$ cat src/rtl/lmsc_pkg.sv
// What this block does
// - mode settings come from two straps or registers; straps captured at power-up
// - strap 0 levels 0, 0.213, 0.560, 0.676 give dual/repeater 00, 01, 10, 11
// - strap 1 level pairs give bit-map/cable 00, 01, 10, 11 in rising order
// - dual-pixel strap 0 single, 1 dual; stored inverted in 0x4F bit 6
// - bit-map strap 0 standard mapping, 1 alternative panel mapping
// - cable strap 0 twisted pair, 1 cable_type_strap for the link transmitters
// - repeater 0xC2 bit 5, bit-map 0x4F bit 7, cable_type_strap 0x5B bit 7 stay read/write
// - single link: one link, one receiver, up to 96 MHz; legacy below 85 MHz
// - forced single disables secondary transmitter and its back channel
// - dual link sends alternating pixels over the two links
// - dual link with content protection uses one shared protection connection
// - dual link up to 170 MHz, each transmit port at half pixel rate
// - dual link chosen when dual-capable receiver and minimum frequency, or forced
// - replicate acts as 1:2 repeater with second protection core, up to 85 MHz
// - link mode chosen from receiver capabilities and measured pixel frequency
// - two independent receivers give replicate mode, same video on both links
// - receiver only on secondary link sends video on secondary link alone
// - software can disable auto detection so forced mode applies
package lmsc_pkg;
  localparam logic [7:0] ADDR_VIDEO_INPUT_CFG = 8'h4F;
  localparam logic [7:0] ADDR_LINK_MODE_CTL   = 8'h5B;
  localparam logic [7:0] ADDR_REPEATER_CFG    = 8'hC2;
  localparam int INPUT_BIT_MAP_POS    = 7;
  localparam int INPUT_PIXEL_MODE_POS = 6;
  localparam int CABLE_TYPE_STRAP_EN_POS          = 7;
  localparam int REPEATER_EN_POS      = 5;
  localparam int AUTO_DIS_POS         = 0;
  localparam int FORCE_SINGLE_POS     = 1;
  localparam int FORCE_DUAL_POS       = 2;
  localparam int FORCE_REPL_POS       = 3;
  localparam int MODE_STAT_LSB        = 4;
  localparam logic [7:0] RST_VIDEO_INPUT_CFG = 8'h00;
  localparam logic [7:0] RST_LINK_MODE_CTL   = 8'h00;
  localparam logic [7:0] RST_REPEATER_CFG    = 8'h00;
  localparam logic [1:0] CAPTURE_DELAY = 2'h2;
  localparam int SYS_CLK_MHZ    = 200;
  localparam int MEAS_WIN_NS    = 10000;
  localparam int MEAS_WIN_CYC   = MEAS_WIN_NS * SYS_CLK_MHZ / 1000;
  localparam int PCLK_DIV       = 8;
  localparam int SINGLE_MAX_MHZ = 96;
  localparam int LEGACY_MAX_MHZ = 85;
  localparam int REPL_MAX_MHZ   = 85;
  localparam int DUAL_MAX_MHZ   = 170;

  typedef enum logic [1:0] {
    LM_SINGLE    = 2'b00,
    LM_DUAL      = 2'b01,
    LM_REPLICATE = 2'b10,
    LM_SEC_ONLY  = 2'b11
  } lmsc_mode_t;

  typedef struct packed {
    logic        de;
    logic        hs;
    logic        vs;
    logic [23:0] rgb;
  } lmsc_pixel_t;

  typedef struct packed {
    logic dual_pixel;
    logic repeater;
    logic bit_map;
    logic cable_cable_type_strap;
  } lmsc_strap_t;

  // level code 0..7 is the divider ratio row, lowest ratio first
  function automatic lmsc_strap_t lmsc_decode(input logic [2:0] s0, input logic [2:0] s1);
    lmsc_strap_t r;
    r = '0;
    case (s0)
      3'h1:    r.repeater = 1'b1;
      3'h4:    r.dual_pixel = 1'b1;
      3'h5:    {r.dual_pixel, r.repeater} = 2'b11;
      default: {r.dual_pixel, r.repeater} = 2'b00;
    endcase
    {r.bit_map, r.cable_cable_type_strap} = s1[2:1];
    return r;
  endfunction : lmsc_decode

  function automatic logic [11:0] lmsc_mhz_to_edges(input int mhz);
    return 12'(mhz * MEAS_WIN_NS / (1000 * PCLK_DIV));
  endfunction : lmsc_mhz_to_edges
endpackage : lmsc_pkg

$ cat src/rtl/lmsc_top.sv
`timescale 1ns/1ps
`default_nettype none
module lmsc_fifo
  import lmsc_pkg::*;
#(
  parameter int WIDTH = 27,
  parameter int DEPTH = 32
)(
  input  wire logic             i_clk_sys, // system clock
  input  wire logic             i_resetn,  // async reset, low
  input  wire logic             i_valid,   // write request
  output logic                  o_ready,   // room for a word
  input  wire logic [WIDTH-1:0] i_data,    // write word
  output logic                  o_valid,   // word available
  input  wire logic             i_ready,   // reader takes word
  output logic      [WIDTH-1:0] o_data     // head word
);
  localparam int AW = $clog2(DEPTH);
  initial if (DEPTH < 2 || (1 << AW) != DEPTH || WIDTH < 1)
    $error("fifo depth must be a power of two");
  logic [WIDTH-1:0] mem_q [DEPTH];
  logic [AW-1:0]    wr_q;
  logic [AW-1:0]    rd_q;
  logic [AW:0]      cnt_q;
  logic [AW:0]      cnt_d;
  logic             push;
  logic             pop;
  assign push   = i_valid && o_ready;
  assign pop    = o_valid && i_ready;
  assign cnt_d  = cnt_q + (AW+1)'(push) - (AW+1)'(pop);
  assign o_data = mem_q[rd_q];
  always_ff @(posedge i_clk_sys)
  begin
    if (push)
      mem_q[wr_q] <= i_data;
  end
  always_ff @(posedge i_clk_sys or negedge i_resetn)
  begin
    if (!i_resetn)
    begin
      wr_q    <= '0;
      rd_q    <= '0;
      cnt_q   <= '0;
      o_ready <= 1'b0;
      o_valid <= 1'b0;
    end
    else
    begin
      wr_q    <= wr_q + AW'(push);
      rd_q    <= rd_q + AW'(pop);
      cnt_q   <= cnt_d;
      o_ready <= cnt_d != (AW+1)'(DEPTH);
      o_valid <= cnt_d != '0;
    end
  end
endmodule : lmsc_fifo

module lmsc_top
  import lmsc_pkg::*;
#(
  parameter int DUAL_MIN_MHZ = 100,
  parameter int FIFO_DEPTH   = 32
)(
  input  wire logic        i_clk_sys,        // 200 MHz system clock
  input  wire logic        i_resetn,         // power-up reset, low
  input  wire logic [2:0]  i_strap0_level,   // strap 0 ratio row code
  input  wire logic [2:0]  i_strap1_level,   // strap 1 ratio row code
  input  wire logic        i_rx_pri_present, // receiver on primary link
  input  wire logic        i_rx_sec_present, // receiver on secondary link
  input  wire logic        i_rx_pri_dual,    // primary receiver dual capable
  input  wire logic        i_pclk_div,       // pixel clock divided by eight
  input  wire logic        i_reg_wr,         // register write strobe
  input  wire logic        i_reg_rd,         // register read strobe
  input  wire logic [7:0]  i_reg_addr,       // register offset
  input  wire logic [7:0]  i_reg_wdata,      // write data
  output logic      [7:0]  o_reg_rdata,      // read data
  output logic             o_reg_rvalid,     // read data valid
  input  wire lmsc_pixel_t i_pix,            // incoming pixel
  input  wire logic        i_pix_valid,      // pixel offered
  output logic             o_pix_ready,      // pixel accepted
  output lmsc_pixel_t      o_pri_pix,        // primary link pixel
  output logic             o_pri_valid,      // primary pixel valid
  input  wire logic        i_pri_ready,      // primary link takes
  output lmsc_pixel_t      o_sec_pix,        // secondary link pixel
  output logic             o_sec_valid,      // secondary pixel valid
  input  wire logic        i_sec_ready,      // secondary link takes
  output lmsc_mode_t       o_link_mode,      // operating mode
  output logic             o_sec_tx_en,      // secondary transmitter on
  output logic             o_sec_bc_en,      // secondary back channel on
  output logic             o_hdcp_shared,    // one connection on two links
  output logic             o_hdcp_second,    // second protection core on
  output logic             o_tx_half_rate,   // ports at half pixel rate
  output logic             o_over_speed,     // frequency above mode limit
  output logic             o_legacy_ok,      // older receivers usable
  output logic             o_single_pixel,   // single-pixel input (stored)
  output logic             o_bit_map_alt,    // alternative bit mapping
  output logic             o_cable_type_strap,           // cable_type_strap cable drive
  output logic             o_repeater_en     // repeater enabled
);
  initial if (DUAL_MIN_MHZ < 1 || DUAL_MIN_MHZ > DUAL_MAX_MHZ || FIFO_DEPTH < 2)
    $error("bad parameter");
  localparam logic [11:0] DUAL_MIN_EDGES = lmsc_mhz_to_edges(DUAL_MIN_MHZ);
  localparam logic [11:0] DUAL_MAX_EDGES = lmsc_mhz_to_edges(DUAL_MAX_MHZ);
  localparam logic [11:0] REPL_MAX_EDGES = lmsc_mhz_to_edges(REPL_MAX_MHZ);
  localparam logic [11:0] SNGL_MAX_EDGES = lmsc_mhz_to_edges(SINGLE_MAX_MHZ);
  localparam logic [11:0] LEG_MAX_EDGES  = lmsc_mhz_to_edges(LEGACY_MAX_MHZ);
  localparam logic [11:0] WIN_LAST       = 12'(MEAS_WIN_CYC - 1);

  // two-stage synchronisers for the strap and receiver-detect pins and the divided pixel clock
  logic [2:0] s0_m_q, s0_q, s1_m_q, s1_q;
  logic [3:0] det_m_q, det_q;
  logic       pclk_prev_q;
  always_ff @(posedge i_clk_sys or negedge i_resetn)
  begin
    if (!i_resetn)
    begin
      {s0_m_q, s0_q, s1_m_q, s1_q} <= '0;
      {det_m_q, det_q}             <= '0;
      pclk_prev_q                  <= 1'b0;
    end
    else
    begin
      s0_m_q      <= i_strap0_level;
      s0_q        <= s0_m_q;
      s1_m_q      <= i_strap1_level;
      s1_q        <= s1_m_q;
      det_m_q     <= {i_pclk_div, i_rx_pri_dual, i_rx_sec_present, i_rx_pri_present};
      det_q       <= det_m_q;
      pclk_prev_q <= det_q[3];
    end
  end
  logic pri_s, sec_s, dual_s;
  assign {dual_s, sec_s, pri_s} = det_q[2:0];

  // one capture after release, once the synchronisers hold the strap level
  logic [1:0]  cap_cnt_q;
  logic        cap_done_q;
  logic        cap_pulse;
  lmsc_strap_t strap;
  assign cap_pulse = !cap_done_q && cap_cnt_q == CAPTURE_DELAY;
  assign strap     = lmsc_decode(s0_q, s1_q);
  always_ff @(posedge i_clk_sys or negedge i_resetn)
  begin
    if (!i_resetn)
    begin
      cap_cnt_q  <= '0;
      cap_done_q <= 1'b0;
    end
    else if (!cap_done_q)
    begin
      cap_cnt_q  <= cap_cnt_q + 2'h1;
      cap_done_q <= cap_pulse;
    end
  end

  // registers
  logic [7:0] vic_q, lmc_q, rpt_q;
  logic       wr_vic, wr_lmc, wr_rpt;
  assign wr_vic = i_reg_wr && i_reg_addr == ADDR_VIDEO_INPUT_CFG;
  assign wr_lmc = i_reg_wr && i_reg_addr == ADDR_LINK_MODE_CTL;
  assign wr_rpt = i_reg_wr && i_reg_addr == ADDR_REPEATER_CFG;
  always_ff @(posedge i_clk_sys or negedge i_resetn)
  begin
    if (!i_resetn)
      vic_q <= RST_VIDEO_INPUT_CFG;
    else if (wr_vic)
      vic_q <= i_reg_wdata;
    else if (cap_pulse)
    begin
      vic_q[INPUT_PIXEL_MODE_POS] <= !strap.dual_pixel;
      vic_q[INPUT_BIT_MAP_POS]    <= strap.bit_map;
    end
  end
  always_ff @(posedge i_clk_sys or negedge i_resetn)
  begin
    if (!i_resetn)
      lmc_q <= RST_LINK_MODE_CTL;
    else if (wr_lmc)
      lmc_q <= i_reg_wdata;
    else if (cap_pulse)
      lmc_q[CABLE_TYPE_STRAP_EN_POS] <= strap.cable_cable_type_strap;
  end
  always_ff @(posedge i_clk_sys or negedge i_resetn)
  begin
    if (!i_resetn)
      rpt_q <= RST_REPEATER_CFG;
    else if (wr_rpt)
      rpt_q <= i_reg_wdata;
    else if (cap_pulse)
      rpt_q[REPEATER_EN_POS] <= strap.repeater;
  end

  // pixel frequency: divided-clock edges per measuring window
  logic [11:0] win_q, edge_cnt_q, freq_q;
  always_ff @(posedge i_clk_sys or negedge i_resetn)
  begin
    if (!i_resetn)
    begin
      win_q      <= '0;
      edge_cnt_q <= '0;
      freq_q     <= '0;
    end
    else
    begin
      win_q      <= (win_q == WIN_LAST) ? '0 : win_q + 12'h1;
      edge_cnt_q <= (win_q == WIN_LAST) ? '0 : edge_cnt_q + 12'(det_q[3] && !pclk_prev_q);
      if (win_q == WIN_LAST)
        freq_q <= edge_cnt_q;
    end
  end

  // mode selection
  logic       auto_en, force_single;
  logic       f_dual_ok, f_repl_ok;
  lmsc_mode_t mode_d;
  assign force_single = lmc_q[FORCE_SINGLE_POS];
  assign auto_en      = !lmc_q[AUTO_DIS_POS];
  assign f_dual_ok    = freq_q >= DUAL_MIN_EDGES && freq_q <= DUAL_MAX_EDGES;
  assign f_repl_ok    = freq_q <= REPL_MAX_EDGES;
  always_comb
  begin
    mode_d = LM_SINGLE;
    if (force_single)
      mode_d = LM_SINGLE;
    else if (!auto_en)
    begin
      if (lmc_q[FORCE_DUAL_POS])
        mode_d = LM_DUAL;
      else if (lmc_q[FORCE_REPL_POS])
        mode_d = LM_REPLICATE;
    end
    else if (pri_s && dual_s && f_dual_ok)
      mode_d = LM_DUAL;
    else if (pri_s && sec_s && !dual_s && f_repl_ok)
      mode_d = LM_REPLICATE;
    else if (!pri_s && sec_s)
      mode_d = LM_SEC_ONLY;
  end
  always_ff @(posedge i_clk_sys or negedge i_resetn)
  begin
    if (!i_resetn)
    begin
      o_link_mode    <= LM_SINGLE;
      o_sec_tx_en    <= 1'b0;
      o_sec_bc_en    <= 1'b0;
      o_hdcp_shared  <= 1'b0;
      o_hdcp_second  <= 1'b0;
      o_tx_half_rate <= 1'b0;
      o_over_speed   <= 1'b0;
      o_legacy_ok    <= 1'b0;
    end
    else
    begin
      o_link_mode    <= mode_d;
      o_sec_tx_en    <= !force_single && mode_d != LM_SINGLE;
      o_sec_bc_en    <= !force_single;
      o_hdcp_shared  <= mode_d == LM_DUAL;
      o_hdcp_second  <= mode_d == LM_REPLICATE;
      o_tx_half_rate <= mode_d == LM_DUAL;
      case (mode_d)
        LM_DUAL:      o_over_speed <= freq_q > DUAL_MAX_EDGES;
        LM_REPLICATE: o_over_speed <= freq_q > REPL_MAX_EDGES;
        default:      o_over_speed <= freq_q > SNGL_MAX_EDGES;
      endcase
      o_legacy_ok    <= mode_d == LM_SINGLE && freq_q < LEG_MAX_EDGES;
    end
  end
  assign o_single_pixel = vic_q[INPUT_PIXEL_MODE_POS];
  assign o_bit_map_alt  = vic_q[INPUT_BIT_MAP_POS];
  assign o_cable_type_strap         = lmc_q[CABLE_TYPE_STRAP_EN_POS];
  assign o_repeater_en  = rpt_q[REPEATER_EN_POS];

  // register reads; status bits read as the live mode
  always_ff @(posedge i_clk_sys or negedge i_resetn)
  begin
    if (!i_resetn)
    begin
      o_reg_rdata  <= '0;
      o_reg_rvalid <= 1'b0;
    end
    else
    begin
      o_reg_rvalid <= i_reg_rd;
      if (i_reg_rd)
        case (i_reg_addr)
          ADDR_VIDEO_INPUT_CFG: o_reg_rdata <= vic_q;
          ADDR_LINK_MODE_CTL:
            o_reg_rdata <= {lmc_q[7:6], o_link_mode, lmc_q[3:0]};
          ADDR_REPEATER_CFG:    o_reg_rdata <= rpt_q;
          default:              o_reg_rdata <= '0;
        endcase
    end
  end

  // data path: fifo, then per-link output stage
  lmsc_pixel_t f_pix;
  logic        f_valid, take, fire, alt_q, to_pri, to_sec, pri_free, sec_free;
  lmsc_fifo #(.WIDTH($bits(lmsc_pixel_t)), .DEPTH(FIFO_DEPTH)) u_fifo (
    .i_clk_sys (i_clk_sys),
    .i_resetn  (i_resetn),
    .i_valid   (i_pix_valid),
    .o_ready   (o_pix_ready),
    .i_data    (i_pix),
    .o_valid   (f_valid),
    .i_ready   (take),
    .o_data    (f_pix)
  );
  assign pri_free = !o_pri_valid || i_pri_ready;
  assign sec_free = !o_sec_valid || i_sec_ready;
  always_comb
  begin
    to_pri = 1'b0;
    to_sec = 1'b0;
    case (o_link_mode)
      LM_DUAL:      {to_sec, to_pri} = {alt_q, !alt_q};
      LM_REPLICATE: {to_sec, to_pri} = 2'b11;
      LM_SEC_ONLY:  to_sec = 1'b1;
      default:      to_pri = 1'b1;
    endcase
  end
  assign take = (!to_pri || pri_free) && (!to_sec || sec_free);
  assign fire = f_valid && take;
  always_ff @(posedge i_clk_sys or negedge i_resetn)
  begin
    if (!i_resetn)
    begin
      alt_q       <= 1'b0;
      o_pri_valid <= 1'b0;
      o_sec_valid <= 1'b0;
      o_pri_pix   <= '0;
      o_sec_pix   <= '0;
    end
    else
    begin
      alt_q <= (o_link_mode != LM_DUAL) ? 1'b0 : alt_q ^ fire;
      if (fire && to_pri)
      begin
        o_pri_valid <= 1'b1;
        o_pri_pix   <= f_pix;
      end
      else if (i_pri_ready)
        o_pri_valid <= 1'b0;
      if (fire && to_sec)
      begin
        o_sec_valid <= 1'b1;
        o_sec_pix   <= f_pix;
      end
      else if (i_sec_ready)
        o_sec_valid <= 1'b0;
    end
  end
endmodule : lmsc_top
`default_nettype wire

$ cat config.mk
export PLATFORM = sky130hd
export DESIGN_NAME = lmsc_top
export DESIGN_NICKNAME = d
export VERILOG_FILES = /design/src/rtl/lmsc_pkg.sv /design/src/rtl/lmsc_top.sv
export SDC_FILE = /design/constraint.sdc
export NUM_CORES = 1
export LEC_CHECK = 0
export BUFFER_PORTS_ARGS = -buffer_cell sky130_fd_sc_hd__buf_2
export CAP_MARGIN = 10
export CORE_MARGIN = 2
export CORE_UTILIZATION = 60
export CTS_CLUSTER_DIAMETER = 30
export DETAILED_ROUTE_END_ITERATION = 12
export GPL_ROUTABILITY_DRIVEN = 1
export PLACE_DENSITY_LB_ADDON = 0.05
export SETUP_SLACK_MARGIN = 0.3
export SYNTH_ARGS = -nofsm -noshare
export SYNTH_HDL_FRONTEND = slang
export SYNTH_SLANG_ARGS = --single-unit
$ cat constraint.sdc
create_clock -name i_clk_sys -period 4.1 [get_ports i_clk_sys]
set_clock_uncertainty 0.1 [all_clocks]
set_input_delay 0.205 -clock i_clk_sys [delete_from_list [all_inputs] [get_ports i_clk_sys]]
set_output_delay 0.205 -clock i_clk_sys [all_outputs]
set_load 0.01 [all_outputs]
==> results by group, run 1 <==
Timing
  – Post-layout worst setup margin: 0.8375 ns
  – Final Hold Viols: 0
  – Final cycle utilization of the critical path: 79.57%
  – Setup TNS Final: 0 ns
  – Slew Limit Fails: 0
  – Worst-Margin Slew: 1.162 ns
  – Max Clk Rate: 0.3065 GHz
  – RSZ-0062 raised after global routing: false
  – Rel. slew slack: 22.31%
  – Final setup fails: 0
  – Final Critical Period: 3.263 ns

Synth
  – Netlist cell types: 56
  – Syn. warnings: 0
  – Syn_area_per_cell: 18.95 um2
  – Synth Flop Type: edfxtp_1
  – Cells after Synth: 2108
  – Register area share after synthesis: 75.71%
  – Post-synth EDFFs: 864
  – Mapped cell area: 39950 um2
  – Syn nets: 2186
  – Yosys reg bits: 1036
  – Ys async rst share: 16.60%

Floorplanning
  – Die Span Y: 262.1 um
  – Initial cell density of the core: 60.66%
  – CORE AREA: 65860 um2
  – Row count: 94
  – Die Span X: 262.1 um
  – I/O pins: 139
  – DIE AREA: 68670 um2

Final layout
  – Most common cell after layout, fill and taps aside: edfxtp_1
  – # fillers: 3827
  – Layout cells sized above 1: 28.50%
  – Non-filler cells, final: 3458
  – Final net count: 2529
  – Area delta synth->final: 21.84%
  – Commonest non-fill, non-tap cells in the layout: 864 x edfxtp_1, 219 x mux2i_1, 168 x dfrtp_1, 168 x clkbuf_16, 136 x buf_2
  – Footprint of the multi-input gates: 9279 um2
  – Register area: 30260 um2

Power and ir drop
  – Leakage: 17.44 nW
  – Pwr dens: 740.3 nW/um2
  – VDD IR max: 0.4496 mV

Global route
  – Number of global-route vias before repair: 22440
  – Largest net degree at the start of global routing: 96
  – GRT Util Overall: 29.55%
  – Global-route wire length before repair: 144100 um
  – Initial antenna violation count: 0
  – Grt ovf: 0

Placement
  – RD Place Congestion: 0.8275
  – Buffers on Ports: 137
  – Dpl hpwl: 57090 um
  – Place WS: 0.8186 ns
  – Placed instance count: 3091

Drt
  – DRT iter0 DRCs: 2245
  – Post-DR vias/cell: 6.338
  – Final WL: 99600 um
  – DRT Pass-1 Iters: 6
  – Detail Route Antenna Nets: 0
  – Via count: 21920
  – Drt drc: 0
  – DR WL/cell: 28.80 um

Outcome
  – Outcome: finished, final reports clean

Clock network
  – Post-CTS Setup Inserts: 0
  – CTS Root Cell: clkbuf_16
  – CTS tree: yes
  – Clock sink count: 1036
  – Post-CTS Resized: 0
  – Cts bufs inserted: 168
  – H-Tree Level Count: 4
  – Clock Latency Late Sink: 0.74 ns
  – Reg clk slew, reported paths: 0.06 ns
  – Cts hold-fix bufs: 54
  – Clock buffer depth: 3

Setup path
  – CP delay by family, top: compound AO/OA/AOI/OAI gates
  – Worst Setup End Kind: register
  – Critical path fanouts, max: 42
  – Crit path kind: register to register
  – CP bufs+invs: 2
  – CP peak stage delay: 0.66 ns
  – Crit-path cells: buf_4 -> nand3_2 -> buf_12 -> o22ai_1 -> a211oi_1 -> a22oi_1 -> mux2_2
  – Slowest cell on the critical path: a211oi_1
  – Worst Setup SP: u_fifo.rd_q[2]$_DFF_PN0_
  – CP required: 4.60 ns
  – Startpoint types: register
  – Crit path arrival time: 3.76 ns
  – Worst r2r src: u_fifo.rd_q[2]$_DFF_PN0_

Run
  – Max-cap violations: 0

Min path
  – Worst hold start: i_rx_sec_present
  – Hold WC Path Type: input port to register
[cells in the mapped netlist, types with 4 or more instances]
library cell    n  share of area (%)
edfxtp_1      864                 65
mux2i_1       219                5.5
dfrtp_1       172                 11
mux4_2        108                6.1
mux2_2         79                2.2
nor2_1         68               0.64
o21ai_0        63               0.79
clkbuf_1       56               0.53
a221oi_1       54                1.2
a21oi_1        45               0.56
a22oi_1        35               0.66
o22ai_1        35               0.55
a211oi_1       28               0.53
o221ai_1       27               0.59
inv_1          25               0.23
buf_2          21               0.26
buf_4          20               0.38
xor2_1         20               0.44
nand3_1        19               0.24
nand2_1        18               0.17
ha_1           17               0.53
nor2b_1        13               0.20
buf_6          12               0.34
xnor2_1         9               0.20
o21ai_1         7              0.088
nand3b_1        6               0.11
nor3_1          6              0.075
or3_1           6              0.094
a21o_1          4              0.075
and2_1          4              0.063
buf_1           4              0.038
mux2_1          4               0.11
nand2b_1        4              0.063
nand4_1         4              0.063
[report_power, final]
group | switching [mW] | internal, mW | total (mW) | leakage (nW)
Sequential | 0.780 | 12.5 | 13.3 | 9.89
Clock | 5.06 | 8.66 | 13.7 | 2.71
Combinational | 5.26 | 3.75 | 9.01 | 4.84
[kinds of logic after synthesis]
| logic type | count (synthesis) | synth area share (%) |
|---|---|---|
| mux | 410 | 13.91 |
| flops | 1036 | 75.71 |
| fa+ha+maj | 18 | 0.5825 |
| xor+xnor | 29 | 0.6357 |
| buf+inv | 138 | 1.776 |
| compound gates | 313 | 5.330 |
| simple gates | 164 | 2.051 |
[metal layers]
layer / global-route usage, % / up-vias / part of all wire, %
li1: - / 9276 / -
met1: 39.70 / 11460 / 39
met2: 47.70 / 1002 / 49
met3: 7.099 / 184 / 8.7
met4: 10.89 / 0 / 3.1
met5: 0 / - / 0
[cell type report]
class	instances	area share, %
clock buffers	195	8.927
flip-flops and latches	1036	62.17
inverters	25	0.1928
clock inverters	117	2.709
repair buffers	286	4.717
diodes	1	0.005141
well taps	864	2.221
multi-input cells	934	19.06
[state kept, by name (all words and copies together), names as in the netlist, 2 cells and up]
signal        flops
cap_cnt_q         2
det_m_q           4
det_q             4
edge_cnt_q       12
freq_q           12
lmc_q             6
o_link_mode       2
o_pri_pix        27
o_reg_rdata       8
o_sec_pix        27
rpt_q             8
s0_m_q            3
s0_q              3
s1_m_q            2
s1_q              2
u_fifo.cnt_q      6
u_fifo.mem_q    864
u_fifo.rd_q       5
u_fifo.wr_q       5
vic_q             8
win_q            12
[stage by stage]
stage | hold WS (ns) | total power, mW | util (%) | area, um2
4_1_cts | 0.003562 | 36.20 | 73.90 | 48680
3_3_place_gp | 0.2161 | 22.14 | 64.48 | 42470
6_report | 0.04081 | 36.04 | 73.91 | 48680
2_1_floorplan | -0.1906 | 18.89 | - | 39950
5_1_grt | 0.01942 | 37.32 | 73.90 | 48680
3_5_place_dp | 0.2182 | 22.37 | 64.48 | 42470
[path summary, 6_finish.rpt]
path / end / slack (ns) / depth (start not counted)
max: o_sec_pix[25]$_DFFE_PN0P_ / 0.84 / 7
min: det_m_q[1]$_DFF_PN0_ / 0.04 / 2
max reg2reg: o_sec_pix[25]$_DFFE_PN0P_ / 0.84 / 7
min reg2reg: det_q[2]$_DFF_PN0_ / 0.24 / 0
max in group asynchronous: o_sec_pix[20]$_DFFE_PN0P_ / 2.83 / 3
min in group asynchronous: win_q[5]$_DFF_PN0_ / 0.06 / 2
No activity file was read; power rests on OpenSTA's default activity.
==> run 2: changes to the inputs <==
clock period = 3.4 ns   (was 4.1 ns; I/O delays follow)
==> run 2 against run 1 <==
  * Sequential cell count stayed put
  * Hold slack better by 0.044 ns
  * Global-route usage is 0.30 points lower
  * Routed wire length is 1.1% lower
  * Largest cell class unchanged
==> results by group, run 2 (synthesis results as in run 1) <==
Floorplanning
  – Initial cell density of the core: 60.66%
  – Die Span X: 262.1 um
  – Die Span Y: 262.1 um
  – DIE AREA: 68670 um2
  – I/O pins: 139
  – CORE AREA: 65860 um2
  – Row count: 94

Clock network
  – Clock Latency Late Sink: 0.74 ns
  – Clock sink count: 1036
  – CTS tree: yes
  – CTS Root Cell: clkbuf_16
  – Post-CTS Setup Inserts: 0
  – H-Tree Level Count: 4
  – Clock buffer depth: 3
  – Reg clk slew, reported paths: 0.05 ns
  – Cts bufs inserted: 171

Setup path
  – CP most frequent cell: ha_1
  – Crit path kind: register to register
  – Worst Setup End Kind: register
  – CP required: 3.88 ns
  – Critical path fanouts, max: 7
  – CP bufs+invs: 1
  – Crit-path cells: o21ai_2 -> a21boi_2 -> o21a_1 -> ha_1 -> inv_1 -> ha_1 -> fa_1 -> a21o_1 -> a21oi_1 -> xnor2_1 -> nor3_2 -> nand2_1
  – Slowest cell on the critical path: dfrtp_2
  – Startpoint types: register
  – Crit path arrival time: 3.41 ns
  – CP peak stage delay: 0.44 ns
  – CP delay by family, top: adder cells

Global route
  – Grt ovf: 0
  – GRT Util Overall: 29.26%
  – Global-route wire length before repair: 143300 um
  – Largest net degree at the start of global routing: 66
  – Initial antenna violation count: 2
  – Number of global-route vias before repair: 22330

Timing
  – Final Hold Viols: 0
  – Setup TNS Final: 0 ns
  – Final setup fails: 0
  – Slew Limit Fails: 0
  – Max Clk Rate: 0.3424 GHz
  – WHS: 0.08491 ns
  – Final Critical Period: 2.920 ns
  – Rel. slew slack: 37.07%
  – Worst-Margin Slew: 0.9409 ns
  – Final cycle utilization of the critical path: 85.89%
  – RSZ-0062 raised after global routing: false

Min path
  – Hold WC Path Type: input port to register

Final layout
  – Final net count: 2553
  – Final instance area: 49420 um2
  – Non-filler cells, final: 3488
  – Largest reg by FF count: u_fifo.mem_q
  – Layout cells sized above 1: 29.84%
  – Max reg flops: 864
  – Antenna cell count: 0
  – Commonest non-fill, non-tap cells in the layout: 864 x edfxtp_1, 219 x mux2i_1, 174 x clkbuf_16
  – Area delta synth->final: 23.69%
  – Most common cell after layout, fill and taps aside: edfxtp_1
  – Largest registers: u_fifo.mem_q (864), o_pri_pix (27), o_sec_pix (27)

Drt
  – Via count: 21890
  – DRT Pass-1 Iters: 5
  – Detail Route Antenna Nets: 0
  – DR WL/cell: 28.23 um
  – Drt drc: 0
  – DRT iter0 DRCs: 2205
  – Post-DR vias/cell: 6.274
  – Final WL: 98480 um

Power and ir drop
  – Pwr dens: 912.0 nW/um2
  – Leakage: 17.84 nW
  – Total Power: 45.07 mW
  – VDD IR max: 0.5968 mV

Placement
  – Buffers on Ports: 137
  – Placed instance count: 3105
  – Dpl hpwl: 56650 um
  – Area after DPL: 42590 um2
  – RD Place Congestion: 0.8058

Run
  – Max-cap violations: 0

Outcome
  – Outcome: finished, final reports clean
[run 2: worst paths after layout]
path                                          start                         end  slack (ns)  cells after the start
hold / removal                        i_reg_addr[7]  o_reg_rdata[0]$_DFFE_PN0P_        0.08                      4
max in group asynchronous                  i_resetn           s1_q[1]$_DFF_PN0_        1.99                      5
min in group asynchronous                  i_resetn   o_sec_pix[21]$_DFFE_PN0P_        0.34                      3
setup / recovery           o_link_mode[1]$_DFF_PN0_    u_fifo.o_ready$_DFF_PN0_        0.48                     12
hold reg to reg                 s0_m_q[2]$_DFF_PN0_           s0_q[2]$_DFF_PN0_        0.25                      0
setup reg to reg           o_link_mode[1]$_DFF_PN0_    u_fifo.o_ready$_DFF_PN0_        0.48                     12
[run 2: where the power goes]
part / switching (mW) / internal (mW) / leakage [nW]
clock network: 6.14 / 12.0 / 3.00
logic: 6.52 / 4.59 / 4.95
registers: 0.685 / 15.1 / 9.89
total: 13.3 / 31.7 / 17.8
[run 2: worst reg2reg max path: cells and delay by family, from the launching register on]
| kind | cells | cell delay (ns) |
|---|---|---|
| AO/OA/AOI/OAI | 5 | 0.82 |
| XOR/XNOR | 1 | 0.13 |
| adder cells (fa/ha/maj) | 3 | 0.95 |
| buffers and inverters | 1 | 0.04 |
| flip-flops | 1 | 0.44 |
| AND/OR/NAND/NOR | 2 | 0.32 |
[run 2: metal layers]
| layer | vias to the layer above | routed length, um | GRT usage (%) |
|---|---|---|---|
| met5 | - | 0 | 0 |
| met4 | 0 | 2051 | 8.490 |
| met1 | 11500 | 40130 | 40.07 |
| met3 | 130 | 7748 | 6.867 |
| met2 | 899 | 48550 | 47.60 |
| li1 | 9359 | - | - |
[run 2: per-stage QoR]
step | utilization, % | setup WS [ns]
finish | 75.03 | 0.4797
detailed placement | 64.66 | 0.2219
global placement | 64.66 | 0.3335
global route | 75.03 | 0.2995
floorplan | - | 0.4086
CTS | 75.00 | 0.3048
[run 2: layout make-up]
class	count	area [um2]
clock inverter	129	1697
inverter	25	93.84
tap	864	1081
sequential	1036	30260
multi-input combinational	934	9300
fill	3803	16440
timing repair buffer	307	2501
clock buffer	193	4486
[run 2: repair_timing]
action                                 in CTS  in global routing
setup endpoints to repair                   2                  2
pin swaps                                   0                  0
hold buffers                               61                  0
resized for setup                           1                  9
endpoints found under the hold margin    1065                  0
==> run 3: changes to the inputs <==
==> constraint.sdc (replaced) <==
create_clock -name i_clk_sys -period 3.4 [get_ports i_clk_sys]
set_clock_uncertainty 0.1 [all_clocks]
set_input_delay 0.68 -clock i_clk_sys [delete_from_list [all_inputs] [get_ports i_clk_sys]]
set_output_delay 0.68 -clock i_clk_sys [all_outputs]
set_load 0.01 [all_outputs]
==> run 3 against run 2 <==
  * Hold slack improved by 0.015 ns
  * Final area decreased by 2.5%
  * Fmax increased by 0.48%
  * Combinational power about the same
  * Register-to-register slack about the same
  * Clock power decreased by 12%
  * Non-clock buffer count decreased by 41
  * Final cell count decreased by 1.5%
  * Global-route usage decreased by 0.75 points
  * Highest routed layer is now met5
==> results by group, run 3 (synthesis results as in run 1) <==
Drt
  – DRT Pass-1 Iters: 5
  – Final WL: 95850 um
  – Drt drc: 0
  – Via count: 21670
  – Post-DR vias/cell: 6.305
  – Detail Route Antenna Nets: 0
  – DR WL/cell: 27.89 um
  – DRT iter0 DRCs: 2280

Timing
  – Final setup fails: 0
  – Post-layout worst setup margin: 0.4935 ns
  – Slew Limit Fails: 0
  – Final Hold Viols: 0
  – Final Critical Period: 2.906 ns
  – Setup TNS Final: 0 ns
  – RSZ-0062 raised after global routing: false
  – Worst-Margin Slew: 0.8801 ns
  – Max Clk Rate: 0.3441 GHz
  – Rel. slew slack: 41.21%
  – Final cycle utilization of the critical path: 85.48%

Power and ir drop
  – Total Power: 42.97 mW
  – VDD IR max: 0.5841 mV
  – Leakage: 17.30 nW
  – Pwr dens: 891.6 nW/um2

Floorplanning
  – Die Span X: 262.1 um
  – Initial cell density of the core: 60.66%
  – Die Span Y: 262.1 um
  – I/O pins: 139
  – DIE AREA: 68670 um2
  – CORE AREA: 65860 um2
  – Row count: 94

Clock network
  – Clock Latency Late Sink: 0.73 ns
  – Clock buffer depth: 3
  – Clock sink count: 1036
  – CTS Root Cell: clkbuf_16
  – Reg clk slew, reported paths: 0.04 ns
  – Cts bufs inserted: 166
  – CTS tree: yes
  – Post-CTS Setup Inserts: 0
  – H-Tree Level Count: 4

Setup path
  – Worst Setup SP: o_link_mode[1]$_DFF_PN0_
  – Worst r2r src: o_link_mode[1]$_DFF_PN0_
  – Worst Setup EP: u_fifo.o_valid$_DFF_PN0_
  – Crit-path cells: o21ai_2 -> a21boi_1 -> o21a_1 -> ha_1 -> inv_1 -> ha_1 -> fa_1 -> a21o_1 -> a21oi_1 -> xnor2_1 -> nor3_2 -> nand2b_1
  – Capture point of the worst reg-to-reg path: u_fifo.o_valid$_DFF_PN0_
  – CP most frequent cell: ha_1
  – Critical path depth in cells: 12
  – Worst Setup End Kind: register
  – Critical path fanouts, max: 7
  – Crit path arrival time: 3.39 ns
  – CP peak stage delay: 0.47 ns
  – R2R depth: 12
  – CP bufs+invs: 1
  – Startpoint types: register
  – CP delay by family, top: adder cells
  – Crit path kind: register to register
  – CP required: 3.89 ns
  – Slowest cell on the critical path: dfrtp_1
  – R2R setup slack: 0.49 ns

Global route
  – Initial antenna violation count: 1
  – Number of global-route vias before repair: 22090
  – GRT Util Overall: 28.50%
  – Global-route wire length before repair: 139400 um
  – Largest net degree at the start of global routing: 73
  – Grt ovf: 0

Final layout
  – Non-filler cells, final: 3436
  – Commonest non-fill, non-tap cells in the layout: 864 x edfxtp_1, 219 x mux2i_1, 171 x clkbuf_16
  – Final Util: 73.18%
  – Layout cells sized above 1: 29.56%
  – Register area: 30260 um2
  – # fillers: 3881
  – Area delta synth->final: 20.63%
  – Largest reg by FF count: u_fifo.mem_q
  – Footprint of the multi-input gates: 9291 um2
  – Final net count: 2507
  – Max reg flops: 864
  – Largest registers: u_fifo.mem_q (864), o_pri_pix (27), o_sec_pix (27)
  – Most common cell after layout, fill and taps aside: edfxtp_1

Min path
  – Worst hold start: i_reg_rd
  – Hold WC Path Type: input port to register

Placement
  – Dpl hpwl: 56500 um
  – Placed instance count: 3115
  – RD Place Congestion: 0.8058
  – Buffers on Ports: 137
  – Place WS: 0.06120 ns

Outcome
  – Outcome: finished, final reports clean

Run
  – Max-cap violations: 0
run 3: cell type report:
type	instances	area share, %
flip-flops and latches	1036	62.78
multi-input cells	934	19.28
clock buffers	211	9.356
repair buffers	266	4.146
well taps	864	2.243
clock inverters	99	1.994
inverters	25	0.1947
diodes	1	0.005192
run 3: layer usage:
metal / global-route usage, % / wire length (um) / up-vias
li1: - / - / 9245
met1: 38.33 / 38370 / 11360
met2: 45.97 / 47200 / 902
met3: 7.591 / 7974 / 157
met4: 9.275 / 2288 / 2
met5: 0 / 13 / -
run 3: report_power, final:
part	internal (mW)	leakage (nW)	total, mW	switching [mW]
clock network	10.2	2.63	16.1	5.86
registers	15.1	9.89	15.8	0.691
logic	4.58	4.78	11.1	6.51
run 3: how the worst min path moves through the flow:
stage | end | cells past startpoint
CTS | o_reg_rvalid$_DFF_PN0_ | 1
detailed placement | s1_q[1]$_DFF_PN0_ | 0
global route | o_reg_rvalid$_DFF_PN0_ | 1
floorplan | det_q[0]$_DFF_PN0_ | 0
global placement | s1_q[2]$_DFF_PN0_ | 0
finish | o_reg_rvalid$_DFF_PN0_ | 1
run 3: per-stage QoR:
step	hold slack [ns]	cell area, um2
after floorplan	0.2312	39950
after global placement	0.2344	42610
after detailed placement	0.2410	42610
after CTS	0.06416	48180
after global routing	0.08557	48190
final	0.1002	48200
run 3: worst reg2reg max path, delay by kind of cell (launching register included):
family | cells | cell delay (ns)
AOI/OAI and AO/OA | 5 | 0.81
adders and majority gates | 3 | 0.92
DFF | 1 | 0.47
xor gates and xnor gates | 1 | 0.11
and+or+nand+nor | 2 | 0.33
buffers and inverters | 1 | 0.04
run 3: what timing repair did:
action / in CTS / in global routing
resized for setup: 1 / 4
setup endpoints to repair: 1 / 2
endpoints found under the hold margin: 59 / 0
hold buffers: 10 / 0
